**src/common/ach_defines.svh**
```systemverilog
`ifndef ACH_DEFINES_SVH
`define ACH_DEFINES_SVH
// clock rate, strobe timing and card reset length
`define ACH_CLK_HZ          40000000
`define ACH_CLK_NS          25
`define ACH_SETUP_NS        70
`define ACH_SETUP_CYC       ((`ACH_SETUP_NS + `ACH_CLK_NS - 1) / `ACH_CLK_NS)
`define ACH_STROBE_NS       165
`define ACH_STROBE_CYC      ((`ACH_STROBE_NS + `ACH_CLK_NS - 1) / `ACH_CLK_NS)
`define ACH_HOLD_NS         30
`define ACH_HOLD_CYC        ((`ACH_HOLD_NS + `ACH_CLK_NS - 1) / `ACH_CLK_NS)
`define ACH_RESET_NS        25000
`define ACH_RESET_CYC       ((`ACH_RESET_NS + `ACH_CLK_NS - 1) / `ACH_CLK_NS)
// taskfile byte lane of the data word
`define ACH_TASK_MASK       16'h00FF
`endif

```
**src/common/ach_pkg.sv**
```systemverilog
package ach_pkg;
    // one access request from the controller side
    typedef struct packed {
        logic        write;
        logic        alt_sel;
        logic        wide;
        logic [2:0]  addr;
        logic [15:0] data;
    } ach_req_s;

    typedef enum logic [4:0] {
        ST_IDLE   = 5'b00001,
        ST_SETUP  = 5'b00010,
        ST_STROBE = 5'b00100,
        ST_HOLD   = 5'b01000,
        ST_RESET  = 5'b10000
    } ach_state_e;
endpackage

```
**src/design/ach_port.sv**
```systemverilog
// Overview of operation
// - alternate select driven low asserts, high negates
// - taskfile select low during taskfile accesses
// - three-bit register address presented to card
// - high interrupt input means pending request
// - taskfile uses low byte, data full width
// - ready input is active high
// - each card-detect input asserted when low
// - hardware reset low resets, high normally
// - read strobe pulsed low with select, address
// - write strobe pulsed low with data valid
// - only direct ATA mode supported
`timescale 1ns/1ps
`default_nettype none
`include "ach_defines.svh"
module ach_port
    import ach_pkg::*;
#(
    parameter int RESET_CYC = `ACH_RESET_CYC
)(
    input  wire logic        CLK,
    input  wire logic        RST,
    input  wire logic        CARD_RESET_REQ,
    input  wire ach_req_s    REQ,
    input  wire logic        REQ_VALID,
    output logic             REQ_READY,
    output logic [15:0]      RSP_DATA,
    output logic             RSP_VALID,
    input  wire logic        RSP_READY,
    output logic             CARD_PRESENT,
    output logic             CARD_INT_PENDING,
    output logic             CARD_SELECT_ALT_N,
    output logic             CARD_SELECT_TASKFILE_N,
    output logic [2:0]       CARD_REG_ADDR,
    output logic             CARD_READ_STROBE_N,
    output logic             CARD_WRITE_STROBE_N,
    output logic             CARD_HW_RESET_N,
    output logic [15:0]      CARD_DATA_O,
    output logic             CARD_DATA_OE,
    input  wire logic [15:0] CARD_DATA_I,
    input  wire logic        CARD_INT_REQUEST,
    input  wire logic        CARD_IO_READY,
    input  wire logic        CARD_DETECT_A_N,
    input  wire logic        CARD_DETECT_B_N
);
    localparam int CW = 16;

    // lane selection shared by write drive and read capture: taskfile accesses keep the low byte only
    function automatic logic [15:0] lane_word(input logic wide, input logic [15:0] word);
        return wide ? word : (word & `ACH_TASK_MASK);
    endfunction

    // two-flop synchronisers for all card inputs; stage one read only by stage two
    logic [3:0]  sync1_ff, sync2_ff;
    logic [15:0] dsync1_ff, dsync2_ff;
    always_ff @(posedge CLK)
    begin
        sync1_ff  <= {CARD_INT_REQUEST, CARD_IO_READY, CARD_DETECT_A_N, CARD_DETECT_B_N};
        sync2_ff  <= sync1_ff;
        dsync1_ff <= CARD_DATA_I;
        dsync2_ff <= dsync1_ff;
    end

    wire int_req  = sync2_ff[3];
    wire io_ready = sync2_ff[2];
    wire present  = ~sync2_ff[1] & ~sync2_ff[0];

    always_ff @(posedge CLK)
    begin
        if (RST)
        begin
            CARD_PRESENT     <= 1'b0;
            CARD_INT_PENDING <= 1'b0;
        end
        else
        begin
            CARD_PRESENT     <= present;
            CARD_INT_PENDING <= int_req & present;
        end
    end

    // two-entry read-response buffer so a stalled receiver loses no word
    logic [15:0] buf_mem [2];
    logic        wp_ff, rp_ff;
    logic [1:0]  cnt_ff;
    logic        push;
    logic [15:0] nxt_rd_data;
    wire         buf_full = (cnt_ff == 2'h2);
    wire         pop      = RSP_VALID & RSP_READY;
    always_ff @(posedge CLK)
    begin
        if (RST)
        begin
            wp_ff  <= 1'b0;
            rp_ff  <= 1'b0;
            cnt_ff <= 2'h0;
        end
        else
        begin
            if (push)
                wp_ff <= ~wp_ff;
            if (pop)
                rp_ff <= ~rp_ff;
            cnt_ff <= cnt_ff + {1'b0, push} - {1'b0, pop};
        end
    end
    always_ff @(posedge CLK)
    begin
        if (push)
            buf_mem[wp_ff] <= nxt_rd_data;
    end
    // outputs registered: next pointer view computed ahead
    wire [1:0] nxt_cnt = cnt_ff + {1'b0, push} - {1'b0, pop};
    wire       nxt_rp  = pop ? ~rp_ff : rp_ff;
    always_ff @(posedge CLK)
    begin
        if (RST)
            RSP_VALID <= 1'b0;
        else
            RSP_VALID <= (nxt_cnt != 2'h0);
    end
    // data mux reads memory or the word being pushed into an empty buffer
    always_ff @(posedge CLK)
    begin
        if (RST)
            RSP_DATA <= 16'h0000;
        else if (cnt_ff == 2'h0 || (cnt_ff == 2'h1 && pop))
            RSP_DATA <= (cnt_ff == 2'h1 && !push) ? buf_mem[nxt_rp] : nxt_rd_data;
        else
            RSP_DATA <= buf_mem[nxt_rp];
    end

    // access sequencer, direct ATA mode only: no memory or io-card cycles
    ach_state_e  st_ff, nxt_st;
    logic [CW-1:0] cyc_ff;
    ach_req_s    req_ff;
    wire         cyc_done = (cyc_ff == '0);
    wire         take     = REQ_READY & REQ_VALID;
    // a request, read or write, may only launch when the response buffer is empty
    wire         can_take = (st_ff == ST_IDLE) & ~CARD_RESET_REQ & (cnt_ff == 2'h0);

    always_comb
    begin
        nxt_st = st_ff;
        case (st_ff)
            ST_IDLE:   nxt_st = take ? ST_SETUP : (CARD_RESET_REQ ? ST_RESET : ST_IDLE); // accepted request never lost
            ST_SETUP:  nxt_st = cyc_done ? ST_STROBE : ST_SETUP;
            ST_STROBE: nxt_st = (cyc_done & io_ready) ? ST_HOLD : ST_STROBE;
            ST_HOLD:   nxt_st = cyc_done ? ST_IDLE : ST_HOLD;
            ST_RESET:  nxt_st = cyc_done ? ST_IDLE : ST_RESET;
            default:   nxt_st = ST_IDLE;
        endcase
    end

    // low byte only for taskfile accesses
    assign nxt_rd_data  = lane_word(req_ff.wide, dsync2_ff);
    assign push         = (st_ff == ST_STROBE) & (nxt_st == ST_HOLD) & ~req_ff.write;
    wire   in_cycle     = (nxt_st == ST_SETUP) | (nxt_st == ST_STROBE) | (nxt_st == ST_HOLD);
    wire   nxt_strobe   = (nxt_st == ST_STROBE);

    always_ff @(posedge CLK)
    begin
        if (RST)
        begin
            st_ff  <= ST_IDLE;
            cyc_ff <= '0;
            req_ff <= '0;
        end
        else
        begin
            st_ff <= nxt_st;
            if (take)
                req_ff <= REQ;
            if (nxt_st != st_ff)
                case (nxt_st)
                    ST_SETUP:  cyc_ff <= CW'(`ACH_SETUP_CYC - 1);
                    ST_STROBE: cyc_ff <= CW'(`ACH_STROBE_CYC - 1);
                    ST_HOLD:   cyc_ff <= CW'(`ACH_HOLD_CYC - 1);
                    ST_RESET:  cyc_ff <= CW'(RESET_CYC - 1);
                    default:   cyc_ff <= '0;
                endcase
            else if (!cyc_done)
                cyc_ff <= cyc_ff - 1'b1;
        end
    end

    // registered pin drive; select and address span setup through hold
    ach_req_s nreq;
    assign nreq = take ? REQ : req_ff;
    always_ff @(posedge CLK)
    begin
        if (RST)
        begin
            REQ_READY              <= 1'b0;
            CARD_SELECT_ALT_N      <= 1'b1;
            CARD_SELECT_TASKFILE_N <= 1'b1;
            CARD_REG_ADDR          <= 3'h0;
            CARD_READ_STROBE_N     <= 1'b1;
            CARD_WRITE_STROBE_N    <= 1'b1;
            CARD_HW_RESET_N        <= 1'b1;
            CARD_DATA_O            <= 16'h0000;
            CARD_DATA_OE           <= 1'b0;
        end
        else
        begin
            REQ_READY              <= can_take & ~take & (nxt_st == ST_IDLE);
            CARD_SELECT_ALT_N      <= ~(in_cycle & nreq.alt_sel);
            CARD_SELECT_TASKFILE_N <= ~(in_cycle & ~nreq.alt_sel);
            CARD_REG_ADDR          <= in_cycle ? nreq.addr : 3'h0;
            CARD_READ_STROBE_N     <= ~(nxt_strobe & ~nreq.write);
            CARD_WRITE_STROBE_N    <= ~(nxt_strobe & nreq.write);
            CARD_HW_RESET_N        <= (nxt_st != ST_RESET);
            CARD_DATA_O            <= lane_word(nreq.wide, nreq.data);
            CARD_DATA_OE           <= in_cycle & nreq.write;
        end
    end

    // checks
    chk_strobe_select: assert property (@(posedge CLK) disable iff (RST)
        (!CARD_READ_STROBE_N || !CARD_WRITE_STROBE_N) |-> (CARD_SELECT_ALT_N != CARD_SELECT_TASKFILE_N))
        else $error("strobe without exactly one select");
    chk_write_data: assert property (@(posedge CLK) disable iff (RST)
        !CARD_WRITE_STROBE_N |-> CARD_DATA_OE)
        else $error("write strobe without data drive");
    chk_read_nodrive: assert property (@(posedge CLK) disable iff (RST)
        !CARD_READ_STROBE_N |-> !CARD_DATA_OE)
        else $error("data driven during read");
    chk_ready_stretch: assert property (@(posedge CLK) disable iff (RST)
        (st_ff == ST_STROBE && !io_ready) |=> (st_ff == ST_STROBE))
        else $error("strobe ended while card not ready");
    chk_present_both: assert property (@(posedge CLK) disable iff (RST)
        CARD_PRESENT |-> $past(~sync2_ff[1] & ~sync2_ff[0]))
        else $error("present without both detects");
    chk_int_level: assert property (@(posedge CLK) disable iff (RST)
        CARD_INT_PENDING |-> $past(int_req))
        else $error("interrupt pending without request");
    chk_reset_hold: assert property (@(posedge CLK) disable iff (RST)
        $fell(CARD_HW_RESET_N) |-> !CARD_HW_RESET_N [*2])
        else $error("card reset pulse too short");
    chk_task_byte: assert property (@(posedge CLK) disable iff (RST)
        (CARD_DATA_OE && !req_ff.wide && st_ff != ST_IDLE) |-> (CARD_DATA_O[15:8] == 8'h00))
        else $error("taskfile write drove high byte");
    cov_read:  cover property (@(posedge CLK) disable iff (RST) push);
    cov_write: cover property (@(posedge CLK) disable iff (RST) $rose(CARD_WRITE_STROBE_N));
    cov_wait:  cover property (@(posedge CLK) disable iff (RST) st_ff == ST_STROBE && !io_ready);
    cov_full:  cover property (@(posedge CLK) disable iff (RST) buf_full);
endmodule
`default_nettype wire

```
**config.mk**
```make
export PLATFORM = sky130hd
export DESIGN_NAME = ach_port
export DESIGN_NICKNAME = d
export VERILOG_FILES = /design/src/common/ach_pkg.sv /design/src/design/ach_port.sv
export VERILOG_INCLUDE_DIRS = /design/src /design/src/common
export SDC_FILE = /design/constraint.sdc
export NUM_CORES = 1
export LEC_CHECK = 0
export ABC_AREA = 1
export BUFFER_PORTS_ARGS = -buffer_cell sky130_fd_sc_hd__buf_2
export CORE_UTILIZATION = 50
export DETAILED_ROUTE_END_ITERATION = 8
export GPL_TIMING_DRIVEN = 0
export PLACE_DENSITY = 0.75
export SLEW_MARGIN = 20
export SYNTH_ARGS = -nofsm -noshare
export SYNTH_HDL_FRONTEND = slang
export SYNTH_SLANG_ARGS = --single-unit
export TNS_END_PERCENT = 5
```
**constraint.sdc**
```tcl
create_clock -name CLK -period 2.4 [get_ports CLK]
set_input_delay 0 -clock CLK [delete_from_list [all_inputs] [get_ports CLK]]
set_output_delay 0 -clock CLK [all_outputs]
set_load 0.02 [all_outputs]
```
==> impl_metrics.env, run 1 <==
export IMPL_grt_overflow=0
export IMPL_hp_class="in -> reg"
export IMPL_drt_total_wl_um=11800
export IMPL_worst_pin_slew_ps=588
export IMPL_syn_area_per_cell_um2=10.5
export IMPL_dp_cells=739
export IMPL_hold_viol=0
export IMPL_drive_above_1_share_pct=26.0
export IMPL_powerDensity_nw_per_um2=1060
export IMPL_reg2reg_setup_slack_ps=160
export IMPL_wl_per_cell_um=14.4
export IMPL_synth_distinct_cells=36
export IMPL_cts_tree="done"
export IMPL_finalCritPeriodShare_pct=93.5
export IMPL_muxShareOfSynthArea_pct=5.39
export IMPL_cp_max_fo=5
export IMPL_synth_compound_area_share_pct=5.29
export IMPL_multi_input_area_um2=1730
export IMPL_cp_start_kind="register"
export IMPL_die_w_um=106
export IMPL_first_pass_iters=5
export IMPL_diodes=0
export IMPL_ys_ff_latch=156
export IMPL_irDropWorstVdd_uv=590
export IMPL_crit_start="cyc_ff[0]"
export IMPL_io_pins=92
export IMPL_max_cap_violations=0
export IMPL_place_congestion=0.856
export IMPL_grt_max_degree=18
export IMPL_clkSinkCount=156
export IMPL_final_cells=821
export IMPL_clockBufferDepth=2
export IMPL_status="complete, no violations"
export IMPL_ant_nets=0
export IMPL_endpoint="RSP_VALID"
export IMPL_highest_layer="met4"
export IMPL_cp_common_cell="nand2_4"
export IMPL_routed_via_count=4004
export IMPL_seq_area_um2=3440
export IMPL_seq_area_frac_synth_pct=63.9
export IMPL_core_um2=10400
export IMPL_clock_latency_ps=530
export IMPL_arrival_ps=2690
export IMPL_htree_num_levels=4
export IMPL_fp_dieArea_um2=11200
export IMPL_routedLengthMet1_um=4780
export IMPL_critical_path_slowest_cell="dfxtp_1"
export IMPL_critical_path_required_ps=2850
export IMPL_row_count=37
export IMPL_reg2reg_from="cyc_ff[0]"
export IMPL_yosys_area_top_type="dfxtp_1"
export IMPL_synth_top_cell_area_share_pct=46.1
export IMPL_synthAdderAreaFrac_pct=0.697
export IMPL_synth_simple_gate_area_share_pct=16.4
export IMPL_p_leak_uw=0.00335
export IMPL_final_common_cell="dfxtp_1"
export IMPL_via_per_inst=4.88
export IMPL_period_minus_slack_ps=2240
export IMPL_hold_ws_ps=43.5
export IMPL_setup_viol=0
export IMPL_path_clk_slew_ps=60
export IMPL_drt_initial_drc_count=174
export IMPL_nets=722
export IMPL_wl_met2_um=5910
export IMPL_port_buffers=91
export IMPL_hpwl_um=7310
export IMPL_drc=0
export IMPL_synth_top_family_by_area="simple AND/OR/NAND/NOR gates"
export IMPL_wl_met3_um=748
export IMPL_cts_root_buf="clkbuf_8"
export IMPL_netlist_top_cells_area="dfxtp_1 46%, edfxtp_1 18%, nor2_1 6.5%"
export IMPL_r2r_cells=15
export IMPL_most_common_layout_cells="124 x dfxtp_1, 95 x buf_2, 91 x nor2_1"
export IMPL_synth_warnings=0
export IMPL_first_global_vias=4212
export IMPL_timing_fmax_mhz=446
export IMPL_die_y_um=106
export IMPL_slew_violations=0
export IMPL_relSlewSlack_pct=60.7
export IMPL_timing_worst_setup_path_type="reg -> reg"
export IMPL_initial_core_util_pct=52.0
export IMPL_rsz0062_at_grt="false"
export IMPL_crit_path_end_kind="register"
export IMPL_synth_nets=562
export IMPL_grt_usage_pct=22.7
export IMPL_grt_pass1_wl_um=19400
export IMPL_fill_cells=753
export IMPL_path_cells="inv_2 -> ha_4 -> nand2_4 -> nor2_4 -> nand2_4 -> buf_4 -> nand4_1 -> nand2_4 -> nand2_4 -> ha_1 -> inv_1 -> ha_1 -> xnor2_1 -> inv_1 -> a21oi_2"
export IMPL_r2r_end="RSP_VALID"
export IMPL_synth_xor_area_share_pct=3.06
export IMPL_netlist_instances=512
export IMPL_syn_area_um2=5390
export IMPL_max_stage_delay_ps=370
export IMPL_area_delta_synth_final_pct=32.1
export IMPL_fin_skew_ps=8.14
export IMPL_antenna_found_initial=0
export IMPL_cts_inserted_buffers=17
[per-stage QoR]
stage | instance area (um2) | util [%] | setup slack [ps] | power, uW | TNS (ps)
CTS | 7030 | 67.8 | -139 | 7410 | -4070
detailed placement | 6020 | 58.0 | -207 | 4820 | -6600
finish | 7120 | 68.6 | 157 | 7540 | 0
global route | 7120 | 68.6 | 15.7 | 7920 | 0
global placement | 6010 | 58.0 | -521 | 4770 | -16150
floorplan | 5390 | - | 18.5 | 4420 | 0
[worst max-delay path, delay by kind of cell, from the launching register on]
kind | cells | cell delay, ps
and+or+nand+nor | 6 | 560
buffers and inverters | 4 | 310
AOI/OAI and AO/OA | 1 | 160
adders and majority gates | 3 | 630
xor gates and xnor gates | 1 | 140
DFF | 1 | 370
[worst min-delay path by stage]
stage	startpoint	endpoint	slack, ps	cells after the start
floorplan	CARD_DATA_I[0]	dsync1_ff[0]	30	0
finish	REQ_VALID	REQ_READY	40	4
global route	REQ_VALID	REQ_READY	80	4
CTS	REQ_VALID	REQ_READY	20	4
detailed placement	CARD_DATA_I[5]	dsync1_ff[5]	100	1
global placement	CARD_DATA_I[10]	dsync1_ff[10]	100	1
[registers in the layout, summed over array words and instances (netlist names), 2 cells and up]
signal / count
st_ff: 5
dsync1_ff: 16
req_ff: 22
dsync2_ff: 16
sync2_ff: 4
buf_mem: 32
cnt_ff: 2
CARD_DATA_O: 8
RSP_DATA: 16
cyc_ff: 16
sync1_ff: 4
CARD_REG_ADDR: 3
[logic make-up after synthesis]
logic type	Yosys count
multiplexers	29
buffers and inverters	60
AO/OA/AOI/OAI	52
XOR/XNOR	18
flip-flops	156
AND/OR/NAND/NOR	194
adder cells (fa/ha/maj)	3
[where the power goes]
group,switching (uW),internal [uW]
Sequential,135,2900
Clock,1060,1450
Combinational,1170,826
Total,2360,5180
[repair_timing]
item | in CTS | in global routing
setup buffers | 0 | 6
hold buffers | 44 | 0
setup endpoints to repair | 34 | 36
hold endpoints to repair | 68 | 0
resized for setup | 3 | 12
pin swaps | 1 | 6
[Yosys cell counts (all sizes together)]
cell type  instances
dfxtp            124
and2               1
clkbuf             5
nand4              5
nand3             21
mux2i             29
o21bai             1
a21oi             21
xnor2              6
nor2             101
buf               17
o21ai             30
clkinv             1
edfxtp            32
nor3               9
inv               37
ha                 3
nor4               1
or2                4
nand2             52
xor2              12
[final cells by class]
cell class                 count  area share (%)
timing repair buffer         141            13.2
clock inverter                11            1.44
sequential                   156            48.4
buffer                        22            1.97
multi-input combinational    296            24.3
inverter                      38            2.00
tap                          136            2.39
clock buffer                  21            6.33
[routing by layer]
layer,GRT usage [%],vias up
met1,24.5,1859
met4,12.0,0
met2,39.7,125
met5,0,-
met3,7.05,33
li1,-,1987
Power figures use the tool's default switching activity.
==> run 2: changes to the inputs <==
--- a/config.mk
+++ b/config.mk
@@ -8,10 +8,13 @@
 export LEC_CHECK = 0
 export ABC_AREA = 1
 export BUFFER_PORTS_ARGS = -buffer_cell sky130_fd_sc_hd__buf_2
-export CORE_UTILIZATION = 50
+export CORE_UTILIZATION = 52
+export CTS_BUF_LIST = sky130_fd_sc_hd__clkbuf_8
 export DETAILED_ROUTE_END_ITERATION = 8
+export GPL_ROUTABILITY_DRIVEN = 0
 export GPL_TIMING_DRIVEN = 0
-export PLACE_DENSITY = 0.75
+export PLACE_DENSITY = 0.78
+export RECOVER_POWER = 50
 export SLEW_MARGIN = 20
 export SYNTH_ARGS = -nofsm -noshare
 export SYNTH_HDL_FRONTEND = slang
==> impl_metrics.env, run 2 (same netlist as run 1, synthesis figures left out) <==
export IMPL_irDropWorstVdd_uv=609
export IMPL_p_switching_uw=2300
export IMPL_critical_path_slowest_cell="nor2_4"
export IMPL_design_area_um2=6880
export IMPL_drt_total_wl_um=11400
export IMPL_hpwl_um=7150
export IMPL_diodes=0
export IMPL_routed_via_count=4005
export IMPL_grt_max_degree=17
export IMPL_cts_inserted_buffers=17
export IMPL_clock_latency_ps=440
export IMPL_wl_per_cell_um=13.9
export IMPL_worst_pin_slew_ps=571
export IMPL_pwr_share_comb_pct=28.5
export IMPL_netSwitchingFraction_pct=33.7
export IMPL_grtUsageMet3_pct=5.22
export IMPL_cp_max_fo=16
export IMPL_seq_power_share_pct=44.5
export IMPL_drive_above_1_share_pct=19.8
export IMPL_fp_dieArea_um2=10800
export IMPL_cts_root_buf="clkbuf_8"
export IMPL_largest_registers="buf_mem x32, req_ff x22"
export IMPL_tns_ps=0
export IMPL_first_pass_iters=5
export IMPL_seq_area_um2=3440
export IMPL_hp_class="in -> reg"
export IMPL_place_ws_ps=-186
export IMPL_nets=724
export IMPL_fill_cells=728
export IMPL_first_global_vias=4078
export IMPL_core_um2=9910
export IMPL_antenna_found_initial=0
export IMPL_largest_reg_flops=32
export IMPL_clockBufferDepth=2
export IMPL_timing_worst_setup_path_type="reg -> reg"
export IMPL_ant_nets=0
export IMPL_finalCritPeriodShare_pct=93.2
export IMPL_period_minus_slack_ps=2240
export IMPL_status="complete, no violations"
export IMPL_critical_path_buf_inv_count=3
export IMPL_max_cap_violations=0
export IMPL_htree_num_levels=4
export IMPL_grt_pass1_wl_um=18900
export IMPL_cp_start_kind="register"
export IMPL_powerDensity_nw_per_um2=993
export IMPL_grt_usage_pct=22.2
export IMPL_multi_input_area_um2=1700
export IMPL_area_delta_synth_final_pct=27.6
export IMPL_drt_initial_drc_count=215
export IMPL_fin_skew_ps=8.31
export IMPL_most_common_layout_cells="124 x dfxtp_1, 90 x nor2_1, 52 x clkbuf_1"
export IMPL_p_leak_uw=0.00309
export IMPL_crit_path_end_kind="register"
export IMPL_via_per_inst=4.88
export IMPL_hold_ws_ps=127
export IMPL_path_clk_slew_ps=80
export IMPL_busiest_layer="met2"
export IMPL_drc=0
export IMPL_clock_power_share_pct=27.1
export IMPL_row_count=36
export IMPL_cp_common_cell="nand2_2"
export IMPL_critical_path_required_ps=2480
export IMPL_final_common_cell="dfxtp_1"
export IMPL_slew_violations=0
export IMPL_die_y_um=104
export IMPL_fin_ws_ps=163
export IMPL_grtUsageMet1_pct=24.8
export IMPL_setup_viol=0
export IMPL_initial_core_util_pct=54.4
export IMPL_timing_fmax_mhz=447
export IMPL_arrival_ps=2320
export IMPL_relSlewSlack_pct=61.9
export IMPL_die_w_um=104
export IMPL_max_stage_delay_ps=400
export IMPL_fin_total_pwr_uw=6830
export IMPL_io_pins=92
export IMPL_grt_overflow=0
export IMPL_grt_use_met2_pct=39.6
export IMPL_hold_viol=0
export IMPL_cts_tree="done"
export IMPL_port_buffers=91
export IMPL_cp_top_family="simple AND/OR/NAND/NOR gates"
export IMPL_place_area_um2=6030
export IMPL_regMostFlops="buf_mem"
export IMPL_clkSinkCount=156
export IMPL_p_int_uw=4530
export IMPL_path_cells="inv_1 -> ha_2 -> nand2_2 -> nor2_4 -> nand2_4 -> nor3_4 -> inv_2 -> nand2_2 -> nand2_2 -> buf_4 -> nor2_4"
==> run 2: changes by cell type in the layout (fill, tap and decap cells not counted), moves of 3 or more <==
cell | previous run | this run
buf_2 | 95 | 48
clkbuf_1 | 8 | 52
clkbuf_16 | 17 | 0
clkbuf_8 | 1 | 17
clkinv_4 | 0 | 3
inv_6 | 6 | 3
nand2_2 | 1 | 4
nand2_4 | 5 | 2
==> run 2: repair_timing <==
item                       4_1_cts  5_1_grt
hold buffers                    44        0
pin swaps                        0        5
setup endpoints to repair       17       13
setup buffers                    0        7
resized for setup                4        5
hold endpoints to repair        59        0
==> run 2: area by class of cell <==
| cell class | count | share of cell area [%] |
|---|---|---|
| tap | 133 | 2.42 |
| multi-input combinational | 296 | 24.7 |
| clock buffer | 17 | 3.40 |
| sequential | 156 | 50.1 |
| buffer | 22 | 2.04 |
| clock inverter | 15 | 2.09 |
| timing repair buffer | 143 | 13.2 |
| inverter | 38 | 2.07 |
==> run 2: layer usage <==
metal | vias up | wire length, um
li1 | 1979 | -
met1 | 1884 | 4670
met2 | 112 | 5920
met3 | 30 | 521
met4 | 0 | 293
met5 | - | 0
==> run 2: path summary, 6_finish.rpt <==
kind	startpoint	depth (start not counted)	slack [ps]	endpoint
hold reg to reg	dsync1_ff[0]	0	330	dsync2_ff[0]
setup reg to reg	cyc_ff[0]	11	160	buf_mem[0][13]
setup / recovery	cyc_ff[0]	11	160	buf_mem[0][13]
hold / removal	REQ_VALID	4	130	CARD_READ_STROBE_N
==> run 2: power groups by stage <==
| stage | combinational, uW | clock [uW] | sequential (uW) |
|---|---|---|---|
| 2_1_floorplan | 1270 | 0 | 3150 |
| 3_3_place_gp | 1690 | 0 | 3080 |
| 3_5_place_dp | 1740 | 0 | 3090 |
| 4_1_cts | 1820 | 1860 | 3030 |
| 5_1_grt | 2140 | 1980 | 3060 |
| 6_report | 1940 | 1850 | 3040 |
==> run 2: stage by stage <==
step	util, %	cells
finish	69.4	820
global route	69.4	820
CTS	69.3	813
detailed placement	60.9	737
global placement	60.7	736
floorplan	-	512
==> run 2: worst reg2reg max path, stage by stage (launching register included) <==
cell     delay [ps]
dfxtp_1         330
inv_1            80
ha_2            190
nand2_2          90
nor2_4          120
nand2_4          90
nor3_4          200
inv_2            70
nand2_2          70
nand2_2          80
buf_4           150
nor2_4          410
